## src/design/capture_pkg.sv

```systemverilog
// Constants, field layouts and carrier types of the input capture channel
package capture_pkg;

  ////////////////////////////////////////////////////////////////////////////
  // Register byte offsets
  localparam logic [7:0] OFS_CON1 = 8'h00;
  localparam logic [7:0] OFS_CON2 = 8'h04;
  localparam logic [7:0] OFS_BUF  = 8'h08;
  localparam logic [7:0] OFS_TMR  = 8'h0C;
  localparam logic [7:0] OFS_STAT = 8'h10;
  localparam logic [7:0] OFS_MASK = 8'h14;

  ////////////////////////////////////////////////////////////////////////////
  // Field positions
  localparam int TSEL_LSB  = 10;
  localparam int ICI_LSB   = 5;
  localparam int OV_BIT    = 4;
  localparam int BNE_BIT   = 3;
  localparam int MODE_LSB  = 0;
  localparam int TRIG_BIT  = 7;
  localparam int TSTAT_BIT = 6;
  localparam int SYNC_LSB  = 0;
  localparam int ST_CAP    = 0;
  localparam int ST_OV     = 1;

  ////////////////////////////////////////////////////////////////////////////
  // Codes and values after reset
  localparam logic [2:0] TSEL_PERIPH = 3'h7;
  localparam logic [2:0] TSEL_T1     = 3'h4;
  localparam logic [2:0] TSEL_T2     = 3'h1;
  localparam logic [2:0] TSEL_RST    = 3'h0;
  localparam logic [2:0] MODE_OFF    = 3'h0;
  localparam logic [2:0] MODE_BOTH   = 3'h1;
  localparam logic [2:0] MODE_FALL   = 3'h2;
  localparam logic [2:0] MODE_RISE   = 3'h3;
  localparam logic [2:0] MODE_PRE4   = 3'h4;
  localparam logic [2:0] MODE_PRE16  = 3'h5;
  localparam logic [2:0] MODE_PIN    = 3'h7;
  localparam logic [4:0] SRC_NONE0   = 5'h00;
  localparam logic [4:0] SRC_OC      = 5'h01;
  localparam logic [4:0] SRC_T1      = 5'h0B;
  localparam logic [4:0] SRC_T2      = 5'h0C;
  localparam logic [4:0] SRC_T3      = 5'h0D;
  localparam logic [4:0] SRC_COMPARATOR_ONE    = 5'h18;
  localparam logic [4:0] SRC_COMPARATOR_TWO    = 5'h19;
  localparam logic [4:0] SRC_NONE1   = 5'h1F;
  localparam logic [4:0] SYNC_RST    = SRC_T3;
  localparam logic [3:0] PRE4_LAST   = 4'h3;
  localparam logic [3:0] PRE16_LAST  = 4'hF;
  localparam int         FIFO_DEPTH  = 4;
  localparam int         DATA_W      = 16;

  ////////////////////////////////////////////////////////////////////////////
  // Carrier types
  typedef struct packed {
    logic [2:0] tsel;
    logic [1:0] captures_per_interrupt;
    logic [2:0] mode;
  } con1_t;

  typedef struct packed {
    logic       trig_op;
    logic       trig_stat;
    logic [4:0] sync_sel;
  } con2_t;

  typedef struct packed {
    logic t1;
    logic t2;
    logic t3;
    logic oc;
    logic comparator_one;
    logic comparator_two;
  } src_evt_t;

endpackage : capture_pkg

```

## src/design/edge_prescaler.sv

```systemverilog
// Edge detector and capture prescaler for the capture input
`timescale 1ns/1ps
`default_nettype none
module edge_prescaler
  import capture_pkg::*;
(
  // Clock and reset
  input  wire logic       hclk,
  input  wire logic       hresetn,
  // Input and mode
  input  wire logic       cap_in,
  input  wire logic [2:0] mode,
  // Events
  output logic            cap_evt,
  output logic            pin_evt
);

  logic       prev_reg, prev_next;
  logic [3:0] pre_reg, pre_next;
  logic       rise, fall;

  always_comb begin
    rise      = cap_in & ~prev_reg;
    fall      = ~cap_in & prev_reg;
    prev_next = cap_in;
    pre_next  = pre_reg;
    cap_evt   = 1'b0;
    pin_evt   = 1'b0;
    unique case (mode)
      MODE_BOTH: cap_evt = rise | fall;
      MODE_FALL: cap_evt = fall;
      MODE_RISE: cap_evt = rise;
      MODE_PRE4, MODE_PRE16: begin
        if (rise) begin
          if (pre_reg == ((mode == MODE_PRE4) ? PRE4_LAST : PRE16_LAST)) begin
            cap_evt  = 1'b1;
            pre_next = 4'h0;
          end else begin
            pre_next = pre_reg + 4'h1;
          end
        end
      end
      MODE_PIN: pin_evt = rise;
      default: pre_next = 4'h0;
    endcase
  end

  always_ff @(posedge hclk or negedge hresetn) begin
    if (!hresetn) begin
      prev_reg <= 1'b0;
      pre_reg  <= 4'h0;
    end else begin
      prev_reg <= prev_next;
      pre_reg  <= pre_next;
    end
  end

endmodule : edge_prescaler
`default_nettype wire

```

## src/design/capture_fifo.sv

```systemverilog
// Four-entry first-in first-out store of captured timer values
`timescale 1ns/1ps
`default_nettype none
module capture_fifo
  import capture_pkg::*;
(
  // Clock and reset
  input  wire logic              hclk,
  input  wire logic              hresetn,
  // Control
  input  wire logic              push,
  input  wire logic              pop,
  input  wire logic              flush,
  input  wire logic [DATA_W-1:0] din,
  // State
  output logic      [DATA_W-1:0] head,
  output logic      [2:0]        count
);

  logic [DATA_W-1:0] mem_reg [FIFO_DEPTH];
  logic [DATA_W-1:0] mem_next [FIFO_DEPTH];
  logic [1:0]        wr_reg, wr_next, rd_reg, rd_next;
  logic [2:0]        cnt_reg, cnt_next;
  logic              do_push, do_pop;

  assign head  = mem_reg[rd_reg];
  assign count = cnt_reg;

  always_comb begin
    do_pop  = pop && (cnt_reg != 3'h0);
    do_push = push && ((cnt_reg != 3'h4) || do_pop);
    mem_next = mem_reg;
    wr_next  = wr_reg;
    rd_next  = rd_reg;
    cnt_next = cnt_reg;
    if (flush) begin
      wr_next  = 2'h0;
      rd_next  = 2'h0;
      cnt_next = 3'h0;
    end else begin
      if (do_push) begin
        mem_next[wr_reg] = din;
        wr_next          = wr_reg + 2'h1;
      end
      if (do_pop) begin
        rd_next = rd_reg + 2'h1;
      end
      cnt_next = cnt_reg + {2'h0, do_push} - {2'h0, do_pop};
    end
  end

  always_ff @(posedge hclk or negedge hresetn) begin
    if (!hresetn) begin
      for (int i = 0; i < FIFO_DEPTH; i++) begin
        mem_reg[i] <= 16'h0000;
      end
      wr_reg  <= 2'h0;
      rd_reg  <= 2'h0;
      cnt_reg <= 3'h0;
    end else begin
      mem_reg <= mem_next;
      wr_reg  <= wr_next;
      rd_reg  <= rd_next;
      cnt_reg <= cnt_next;
    end
  end

endmodule : capture_fifo
`default_nettype wire

```

## src/design/input_capture_channel.sv

```systemverilog
// Input capture channel with AHB-Lite register slave and interrupt
//
// Overview of operation
// - Time base clock chosen by three-bit select
// - Timer1 clock used only in synchronous form
// - Overflow flag set by hardware on overflow
// - Not-empty flag shows unread captured values
// - Prescaled modes capture every 16th/4th rise
// - Mode 000 turns capture off
// - Trigger bit one: source triggers timer
// - Trigger bit zero: source synchronizes timer
// - Source sets trigger status; timer then runs
// - Trigger bit one: status zero holds timer at zero
// - Software reads, sets, clears trigger status
// - Source codes 11111, 00000 select nothing
// - Codes select timer3 (default), timer2, timer1
// - Code 00001 selects output compare unit
//
// Chosen here: the address map and register access over AHB-Lite.
`timescale 1ns/1ps
`default_nettype none
module input_capture_channel
  import capture_pkg::*;
(
  // Clock and reset
  input  wire logic        hclk,
  input  wire logic        hresetn,
  // AHB-Lite slave
  input  wire logic        hsel,
  input  wire logic [31:0] haddr,
  input  wire logic [1:0]  htrans,
  input  wire logic        hwrite,
  input  wire logic [2:0]  hsize,
  input  wire logic [31:0] hwdata,
  input  wire logic        hready,
  output logic             hreadyout,
  output logic             hresp,
  output logic      [31:0] hrdata,
  // Capture input and time base enables
  input  wire logic        cap_in,
  input  wire logic        timer1_clk_en,
  input  wire logic        timer2_clk_en,
  // Sync and trigger sources
  input  wire src_evt_t    src_evt,
  // Interrupt
  output logic             irq
);

  ////////////////////////////////////////////////////////////////////////////
  // Registers
  con1_t       con1_reg, con1_next;
  con2_t       con2_reg, con2_next;
  logic        ov_reg, ov_next;
  logic [15:0] tmr_reg, tmr_next;
  logic [1:0]  icnt_reg, icnt_next;
  logic [1:0]  stat_reg, stat_next;
  logic [1:0]  mask_reg, mask_next;
  logic        wpend_reg, wpend_next;
  logic [7:0]  waddr_reg, waddr_next;
  logic [31:0] rdata_reg, rdata_next;

  logic        cap_evt, pin_evt, int_evt, tb_en, src_hit;
  logic        accept, pop, push, flush, full, ov_set;
  logic [15:0] head;
  logic [2:0]  count;

  ////////////////////////////////////////////////////////////////////////////
  // Edge detection and buffer
  edge_prescaler u_edge (
    .hclk    (hclk),
    .hresetn (hresetn),
    .cap_in  (cap_in),
    .mode    (con1_reg.mode),
    .cap_evt (cap_evt),
    .pin_evt (pin_evt)
  );

  capture_fifo u_fifo (
    .hclk    (hclk),
    .hresetn (hresetn),
    .push    (push),
    .pop     (pop),
    .flush   (flush),
    .din     (tmr_reg),
    .head    (head),
    .count   (count)
  );

  ////////////////////////////////////////////////////////////////////////////
  // Time base and source selection
  function automatic logic pick_src(input logic [4:0] sel, input src_evt_t e);
    logic hit;
    hit = 1'b0;
    case (sel)
      SRC_T3:   hit = e.t3;
      SRC_T2:   hit = e.t2;
      SRC_T1:   hit = e.t1;
      SRC_OC:   hit = e.oc;
      SRC_COMPARATOR_ONE: hit = e.comparator_one;
      SRC_COMPARATOR_TWO: hit = e.comparator_two;
      default:  hit = 1'b0;
    endcase
    return hit;
  endfunction : pick_src

  always_comb begin
    unique case (con1_reg.tsel)
      TSEL_PERIPH: tb_en = 1'b1;
      TSEL_T1:     tb_en = timer1_clk_en;
      TSEL_T2:     tb_en = timer2_clk_en;
      default:     tb_en = 1'b0;
    endcase
    src_hit = pick_src(con2_reg.sync_sel, src_evt);
  end

  ////////////////////////////////////////////////////////////////////////////
  // Capture timer, buffer control and interrupt count
  always_comb begin
    flush     = (con1_reg.mode == MODE_OFF);
    full      = (count == 3'h4);
    push      = cap_evt && (!full || pop);
    ov_set    = cap_evt && full && !pop;
    tmr_next  = tmr_reg;
    icnt_next = icnt_reg;
    int_evt   = 1'b0;
    if (flush) begin
      tmr_next = 16'h0000;
    end else if (con2_reg.trig_op && !con2_reg.trig_stat) begin
      tmr_next = 16'h0000;
    end else if (!con2_reg.trig_op && src_hit) begin
      tmr_next = 16'h0000;
    end else if (tb_en) begin
      tmr_next = tmr_reg + 16'h0001;
    end
    if (flush) begin
      icnt_next = 2'h0;
    end else if (pin_evt) begin
      int_evt = 1'b1;
    end else if (cap_evt) begin
      if (con1_reg.mode == MODE_BOTH || icnt_reg == con1_reg.captures_per_interrupt) begin
        int_evt   = 1'b1;
        icnt_next = 2'h0;
      end else begin
        icnt_next = icnt_reg + 2'h1;
      end
    end
    // Set wins over the clear so a capture racing a drain is not lost
    ov_next = ov_reg;
    if (ov_set) begin
      ov_next = 1'b1;
    end else if (flush || (pop && count == 3'h1 && !push)) begin
      ov_next = 1'b0;
    end
  end

  always_ff @(posedge hclk or negedge hresetn) begin
    if (!hresetn) begin
      tmr_reg  <= 16'h0000;
      icnt_reg <= 2'h0;
      ov_reg   <= 1'b0;
    end else begin
      tmr_reg  <= tmr_next;
      icnt_reg <= icnt_next;
      ov_reg   <= ov_next;
    end
  end

  ////////////////////////////////////////////////////////////////////////////
  // Bus slave and software registers
  // A write stalls one cycle so a following read never sees stale data
  assign hreadyout = !wpend_reg;
  assign hresp     = 1'b0;
  assign hrdata    = rdata_reg;
  assign irq       = |(stat_reg & mask_reg);

  always_comb begin
    accept     = hsel && hready && htrans[1];
    wpend_next = accept && hwrite;
    waddr_next = accept ? haddr[7:0] : waddr_reg;
    pop        = accept && !hwrite && (haddr[7:0] == OFS_BUF);
    rdata_next = rdata_reg;
    if (accept && !hwrite) begin
      unique case (haddr[7:0])
        OFS_CON1: rdata_next = {16'h0000, 3'h0, con1_reg.tsel, 3'h0,
                                con1_reg.captures_per_interrupt, ov_reg, (count != 3'h0),
                                con1_reg.mode};
        OFS_CON2: rdata_next = {24'h000000, con2_reg.trig_op,
                                con2_reg.trig_stat, 1'b0,
                                con2_reg.sync_sel};
        OFS_BUF:  rdata_next = (count != 3'h0) ? {16'h0000, head} : 32'h0000_0000;
        OFS_TMR:  rdata_next = {16'h0000, tmr_reg};
        OFS_STAT: rdata_next = {30'h0000_0000, stat_reg};
        OFS_MASK: rdata_next = {30'h0000_0000, mask_reg};
        default:  rdata_next = 32'h0000_0000;
      endcase
    end
    con1_next = con1_reg;
    con2_next = con2_reg;
    mask_next = mask_reg;
    stat_next = stat_reg;
    if (wpend_reg) begin
      unique case (waddr_reg)
        OFS_CON1: con1_next = {hwdata[TSEL_LSB +: 3], hwdata[ICI_LSB +: 2],
                               hwdata[MODE_LSB +: 3]};
        OFS_CON2: con2_next = {hwdata[TRIG_BIT], hwdata[TSTAT_BIT],
                               hwdata[SYNC_LSB +: 5]};
        OFS_STAT: stat_next = stat_reg & ~hwdata[1:0];
        OFS_MASK: mask_next = hwdata[1:0];
        default:  ;
      endcase
    end
    if (con2_reg.trig_op && src_hit) begin
      con2_next.trig_stat = 1'b1;
    end
    if (int_evt) begin
      stat_next[ST_CAP] = 1'b1;
    end
    if (ov_set) begin
      stat_next[ST_OV] = 1'b1;
    end
  end

  always_ff @(posedge hclk or negedge hresetn) begin
    if (!hresetn) begin
      con1_reg  <= '{tsel: TSEL_RST, captures_per_interrupt: 2'h0, mode: MODE_OFF};
      con2_reg  <= '{trig_op: 1'b0, trig_stat: 1'b0, sync_sel: SYNC_RST};
      stat_reg  <= 2'h0;
      mask_reg  <= 2'h0;
      wpend_reg <= 1'b0;
      waddr_reg <= 8'h00;
      rdata_reg <= 32'h0000_0000;
    end else begin
      con1_reg  <= con1_next;
      con2_reg  <= con2_next;
      stat_reg  <= stat_next;
      mask_reg  <= mask_next;
      wpend_reg <= wpend_next;
      waddr_reg <= waddr_next;
      rdata_reg <= rdata_next;
    end
  end
endmodule : input_capture_channel
`default_nettype wire

```

## config.mk

```make
export PLATFORM = sky130hd
export DESIGN_NAME = input_capture_channel
export DESIGN_NICKNAME = d
export VERILOG_FILES = /design/src/design/capture_pkg.sv /design/src/design/edge_prescaler.sv /design/src/design/capture_fifo.sv /design/src/design/input_capture_channel.sv
export SDC_FILE = /design/constraint.sdc
export NUM_CORES = 1
export LEC_CHECK = 0
export ABC_AREA = 1
export BUFFER_PORTS_ARGS = -buffer_cell sky130_fd_sc_hd__clkbuf_2
export CAP_MARGIN = 10
export CORE_MARGIN = 2
export CORE_UTILIZATION = 45
export CTS_BUF_LIST = sky130_fd_sc_hd__clkbuf_4
export CTS_CLUSTER_SIZE = 10
export DETAILED_ROUTE_END_ITERATION = 16
export PLACE_DENSITY_LB_ADDON = 0.08
export SLEW_MARGIN = 25
export SYNTH_ARGS = -nofsm -noshare
export SYNTH_HDL_FRONTEND = slang
export SYNTH_SLANG_ARGS = --single-unit
```

## constraint.sdc

```tcl
create_clock -name hclk -period 3.47 [get_ports hclk]
set_input_delay 0.5205 -clock hclk [delete_from_list [all_inputs] [get_ports hclk]]
set_output_delay 0.5205 -clock hclk [all_outputs]
set_load 0.1 [all_outputs]
```

Word-level counts from Yosys, hierarchy flattened
Index checks and enable logic that the tools add are counted.

operators by class
  bitwise logic cells = 12
  $lt $le $gt $ge = 3
  reduce and logical (&&, ||, !) cells = 54
  add/sub/neg operators = 7
  equal/unequal tests = 30
  multiplexer cells = 44

operators with widths
  kind                   number
  $mux 16                8
  $pmux 16 s6            1
  $bwmux 64              1
  $bmux 16 s2            1
  $demux 16 s2           1
  $eq 8x5->1 const B     4
  $mux 2                 10
  $reduce_bool 2->1      10
  $eq 3x3->1 const B     6
  $reduce_and 2->1       9
  $add 16x1->16 const B  1
  $eq 8x3->1 const B     2
  $eq 8x4->1 const B     2
  $logic_and 1x1->1      16
  $logic_not 8->1        2
  $eq 5x4->1 const B     3
  $mux 1                 12
  $mux 4                 3
  $mux 6                 2
  $eq 5x5->1 const B     2
  $eq 3x1->1 const B     3
  $pmux 4 s2             1
  $logic_not 1->1        7
  $add 2x1->2 const B    3
  other kinds (27)       40

storage, ports and cells
  input port bits = 83
  output and inout bits = 35
  register bits = 155

Depth between registers and ports, before layout
  depth in word-level cells = 12
  gate-level depth with buffers = 16
  gate-level depth less buffers = 14

By module
A second synthesis with hierarchy kept.

second synthesis, totals
  cell total of the unflattened synthesis = 973
  area total of the unflattened synthesis = 7521.0 um^2

modules (own cells, without submodules)
  module                 times used  sequential area each (um^2)  cells each  area an instance (um^2)
  input_capture_channel  1           1580.3                       486         3634.7
  capture_fifo           1           1776.7                       428         3473.3
  edge_prescaler         1           125.1                        59          412.9

Worst setup path after synthesis
OpenSTA, ideal clock, no wires.

  kind = input port to flip-flop
  start point = input haddr[4]
  end point = register u_fifo.cnt_reg[2] (netlist: u_fifo.count[2])
  data arrival time = 2267 ps
  path slack = 1079 ps
  setup time = 124 ps
  cell stages on the path = 12
  path through = inv_1 -> nand4_2 -> nor2_4 -> nand2_2 -> nor2_4 -> ha_1 -> inv_1 -> ha_1 -> inv_1 -> fa_1 -> o21ai_0 -> a21oi_1

between the ends
  longest elaborated chain between the ends = 8
  elaborated cells on any way between the ends = 10

RTL lines
  what                                                   line                                              source
  start: declaration                                     input_capture_channel.sv:30                       input wire logic [31:0] haddr,
  $eq 8x4->1 *                                           input_capture_channel.sv:180                      pop = accept && !hwrite && (haddr[7:0] == OFS_BUF);
  $logic_and 1x1->1 *                                    input_capture_channel.sv:180
  $logic_or 1x1->1 or $logic_and 1x1->1 (tied branches)  input_capture_channel.sv:121, capture_fifo.sv:30
  $logic_and 1x1->1 or $logic_or 1x1->1 (tied branches)  input_capture_channel.sv:121, capture_fifo.sv:31
  $logic_and 1x1->1                                      capture_fifo.sv:31                                do_push = push && ((cnt_reg != 3'h4) || do_pop);
  $add 3x1->3                                            capture_fifo.sv:48                                cnt_next = cnt_reg + {2'h0, do_push} - {2'h0, do_pop};
  $sub 3x1->3 *                                          capture_fifo.sv:48
  $mux 3 *                                               capture_fifo.sv:36                                if (flush) begin
  named net u_fifo.cnt_next[2]                           capture_fifo.sv:23                                logic [2:0] cnt_reg, cnt_next;
  end signal: assignment                                 capture_fifo.sv:64                                cnt_reg <= cnt_next;
  end: declaration                                       capture_fifo.sv:23

The timed path passes the listed nets; every way through them passes the cells marked *.
A chain may end at the register's enable or synchronous reset.

Worst setup path after layout
  start point = register con1_reg[1] (netlist bit)
  end point = register u_fifo.cnt_reg[2] (netlist: u_fifo.count[2])

between the ends
  longest elaborated chain between the ends = 11
  elaborated cells on any way between the ends = 17

RTL lines
  what                          line                                        source
  start: declaration            input_capture_channel.sv:51                 con1_t con1_reg, con1_next;
  start signal: assignment      input_capture_channel.sv:225                con1_reg <= '{tsel: TSEL_RST, captures_per_interrupt: 2'h0, mode: MODE_OFF};
  start signal: assignment      input_capture_channel.sv:233                con1_reg <= con1_next;
  $eq 3x3->1                    edge_prescaler.sv:29, edge_prescaler.sv:35
  $mux 4                        edge_prescaler.sv:35                        if (pre_reg == ((mode == MODE_PRE4) ? PRE4_LAST : PRE16_LAST)) begin
  $eq 4x4->1                    edge_prescaler.sv:35
  $mux 1                        edge_prescaler.sv:35
  $mux 1                        edge_prescaler.sv:34                        if (rise) begin
  $pmux 1 s4                    edge_prescaler.sv:29                        unique case (mode)
  $logic_and 1x1->1             input_capture_channel.sv:121                push = cap_evt && (!full || pop);
  $logic_and 1x1->1             capture_fifo.sv:31
  $add 3x1->3                   capture_fifo.sv:48
  $sub 3x1->3                   capture_fifo.sv:48
  $mux 3 *                      capture_fifo.sv:36
  named net u_fifo.cnt_next[2]  capture_fifo.sv:23

Marked as above.

==> impl_results.md <==
- Routed wire length: 20300 microns
- Non-Filler Instances: 1210
- PD cells: 590 nW/um^2
- Core region area: 16500 sq um
- Initial antenna violation count: 1
- Area Overhead vs Synth: 7.49%
- DIE AREA: 17800 sq um
- Sink Count: 139
- Dpl cells: 1176
- Routed via count: 6364
- Post-CTS setup buffers: 0
- Total grt overflow: 0
- Type of the most critical hold path: input port to flop
- Avg WL per Cell: 16.7 microns
- CTS buffer count: 17
- CTS Hold Bufs: 1
- CTS tree: built
- Clock-pin slew on the worst setup and hold paths: 0.12 ns
- Yosys reg bits: 139
- # rows: 47
- Required @ worst endpoint: 3.91 ns
- Vias in the first global route: 6026
- RSZ-0062 raised after global routing: no
- DRC: 0
- Syn Area/Cell: 7.94 sq um
- EDFF count, synth: 0
- Endpoint type of the worst setup path: flop
- Top cell type's share of synthesized area: 0.453
- Yosys warns: 0
- Leading area contributor after synthesis: dfrtp_1
- Hold_ws: 0.100 ns
- Total Routing Usage GR: 0.235
- Post-cts sizing count: 0
- Layout fillers: 1703
- Max clock buf depth: 2
- DR iter-0 viols: 436
- Clock root buffer: clkbuf_4
- Max reg flops: 64
- Post-DRT Antenna Nets: 0
- Peak supply drop: 310 uV
- Lkg Pwr: 4.14 nW
- Worst Skew: 0.0162 ns
- Largest net degree at the start of global routing: 72
- Slew Viols, Final: 0
- FMAX: 409 MHz
- Die W: 133 microns
- Worst-margin pin slew: 0.744 ns
- First-pass GRT wire length: 32300 microns
- Max cap viols: 0
- Starting Density: 0.457
- Final Hold Fails: 0
- DR pass1 iterations: 4
- Sequential area share after synthesis: 0.463
- Vias per cell: 5.26
- Share of cells above drive strength 1: 0.133
- Synth Instances: 947
- Critical Path Start Type: flop
- I/O pins: 118
- Status: finished clean
- Most common flop cell mapped by yosys: dfrtp_1
- Final worst path period need: 2.45 ns
- Tcrit/Tclk final: 0.705
- Slew Limit Headroom: 0.503
- Die Ht: 133 microns
- GPL Wtd Cong: 0.832
- Post-synthesis async set-or-reset flop share: 1.00
- Htree depth: 4
- CP arrival: 2.89 ns
- Top cells by area, synth: dfrtp_1 (45%), nand2_1 (15%), nand4_1 (6.7%)
- Kind of critical path: flop to flop
- Synth unique cells: 42
- CP max FO: 18
- Final setup violation count: 0
- Setup_tns: 0 ns
- Final core utilization: 0.491
- Mapped cell area: 7520 sq um
- Final #Nets: 1070
- Post-DP HPWL: 13100 microns
- Latest clock arrival within the worst-skew pair: 0.56 ns
- PortBufs: 51
-- layout by cell type (no fill, tap or decap), types with 3 or more instances in the layout --
master and count:
o21ai_0 58, clkbuf_2 50, dfstp_2 3, o22ai_1 7
buf_4 17, nor2_1 66, xor2_1 10, conb_1 17
nor3_1 9, or2_2 3, clkinv_2 6, nand3_1 48
nand3_4 6, xnor2_1 4, a21oi_1 32, nand3_2 3
mux2_2 4, inv_1 59, nand4_1 80, clkinvlp_4 5
nand2_1 303, inv_2 3, and3_1 3, clkbuf_4 18
ha_1 10, dfrtp_1 136
-- metal layers --
| layer | share of wire | GRT usage | up-vias |
|---|---|---|---|
| li1 | - | - | 3152 |
| met4 | 0.017 | 0.0833 | 0 |
| met2 | 0.47 | 0.374 | 128 |
| met3 | 0.035 | 0.0350 | 25 |
| met1 | 0.48 | 0.331 | 3059 |
| met5 | 0 | 0 | - |
-- worst max-delay path: stages (launching register included) --
cell and delay, ns:
dfrtp_1 0.51, inv_2 0.08, nand2_1 0.07, clkinv_2 0.11, nand3_1 0.07, nand2_1 0.11
nand4_2 0.12, nand3_4 0.27, nand2_1 0.16, inv_1 0.08, ha_1 0.13, inv_1 0.04
fa_1 0.37, o21ai_0 0.17, a21oi_1 0.05
-- final cells by class --
class | count | area [sq um] | share of cell area
Clock inverter | 14 | 130 | 0.0161
Timing Repair Buffer | 71 | 439 | 0.0544
Multi-Input combinational cell | 684 | 3380 | 0.418
Antenna cell | 1 | 2.50 | 0.000310
Tap cell | 220 | 275 | 0.0341
Clock buffer | 18 | 135 | 0.0167
Inverter | 63 | 238 | 0.0294
Sequential cell | 139 | 3480 | 0.431
-- per-stage QoR --
step                      setup slack (ns)  area, sq um  total power, mW
after floorplan                       1.08         7580             3.35
after global placement               0.879         7800             3.75
after detailed placement             0.875         7800             3.75
after CTS                             1.02         8080             4.79
after global routing                 0.814         8080             5.05
final                                 1.02         8080             4.76
-- cell usage after synthesis, drive strengths merged (2+ instances only) --
library cell,number
nor3,9
or2,3
nand4,82
dfstp,3
nor2,70
buf,55
clkbuf,22
nand3,57
dfrtp,136
inv,62
o21ai,59
a22oi,2
o22ai,7
nand2,305
ha,10
nor3b,2
xnor2,4
mux2,4
and3,3
a21oi,33
xor2,10
-- final timing paths --
path / to / cells after the start / startpoint / slack (ns)
min in group asynchronous: u_edge.prev_reg / 2 / hresetn / 0.54
worst max register to register: u_fifo.count[2] / 14 / con1_reg[1] / 1.02
worst min register to register: u_fifo.mem_reg[47] / 2 / u_fifo.mem_reg[47] / 0.48
worst min-delay path: u_edge.prev_reg / 1 / cap_in / 0.10
max in group asynchronous: u_fifo.mem_reg[18] / 3 / hresetn / 2.19
worst max-delay path: u_fifo.count[2] / 14 / con1_reg[1] / 1.02
-- kinds of logic after synthesis --
kind of cell,count (synthesis),synth area share
AND/OR/NAND/NOR,532,0.324
AO/OA/AOI/OAI,106,0.0749
adder cells (fa/ha/maj),11,0.0193
XOR/XNOR,14,0.0163
flip-flops,139,0.463
buffers and inverters,140,0.0954
multiplexers,4,0.00599
other,1,0.000499
-- where the power goes --
part	switching, mW	total [mW]	leakage [nW]	internal [mW]
sequential	0.254	2.11	1.81	1.86
clock	0.604	1.03	0.135	0.421
combinational	1.21	1.63	2.19	0.421
total	2.07	4.76	4.14	2.70
Power figures use the tool's default switching activity.
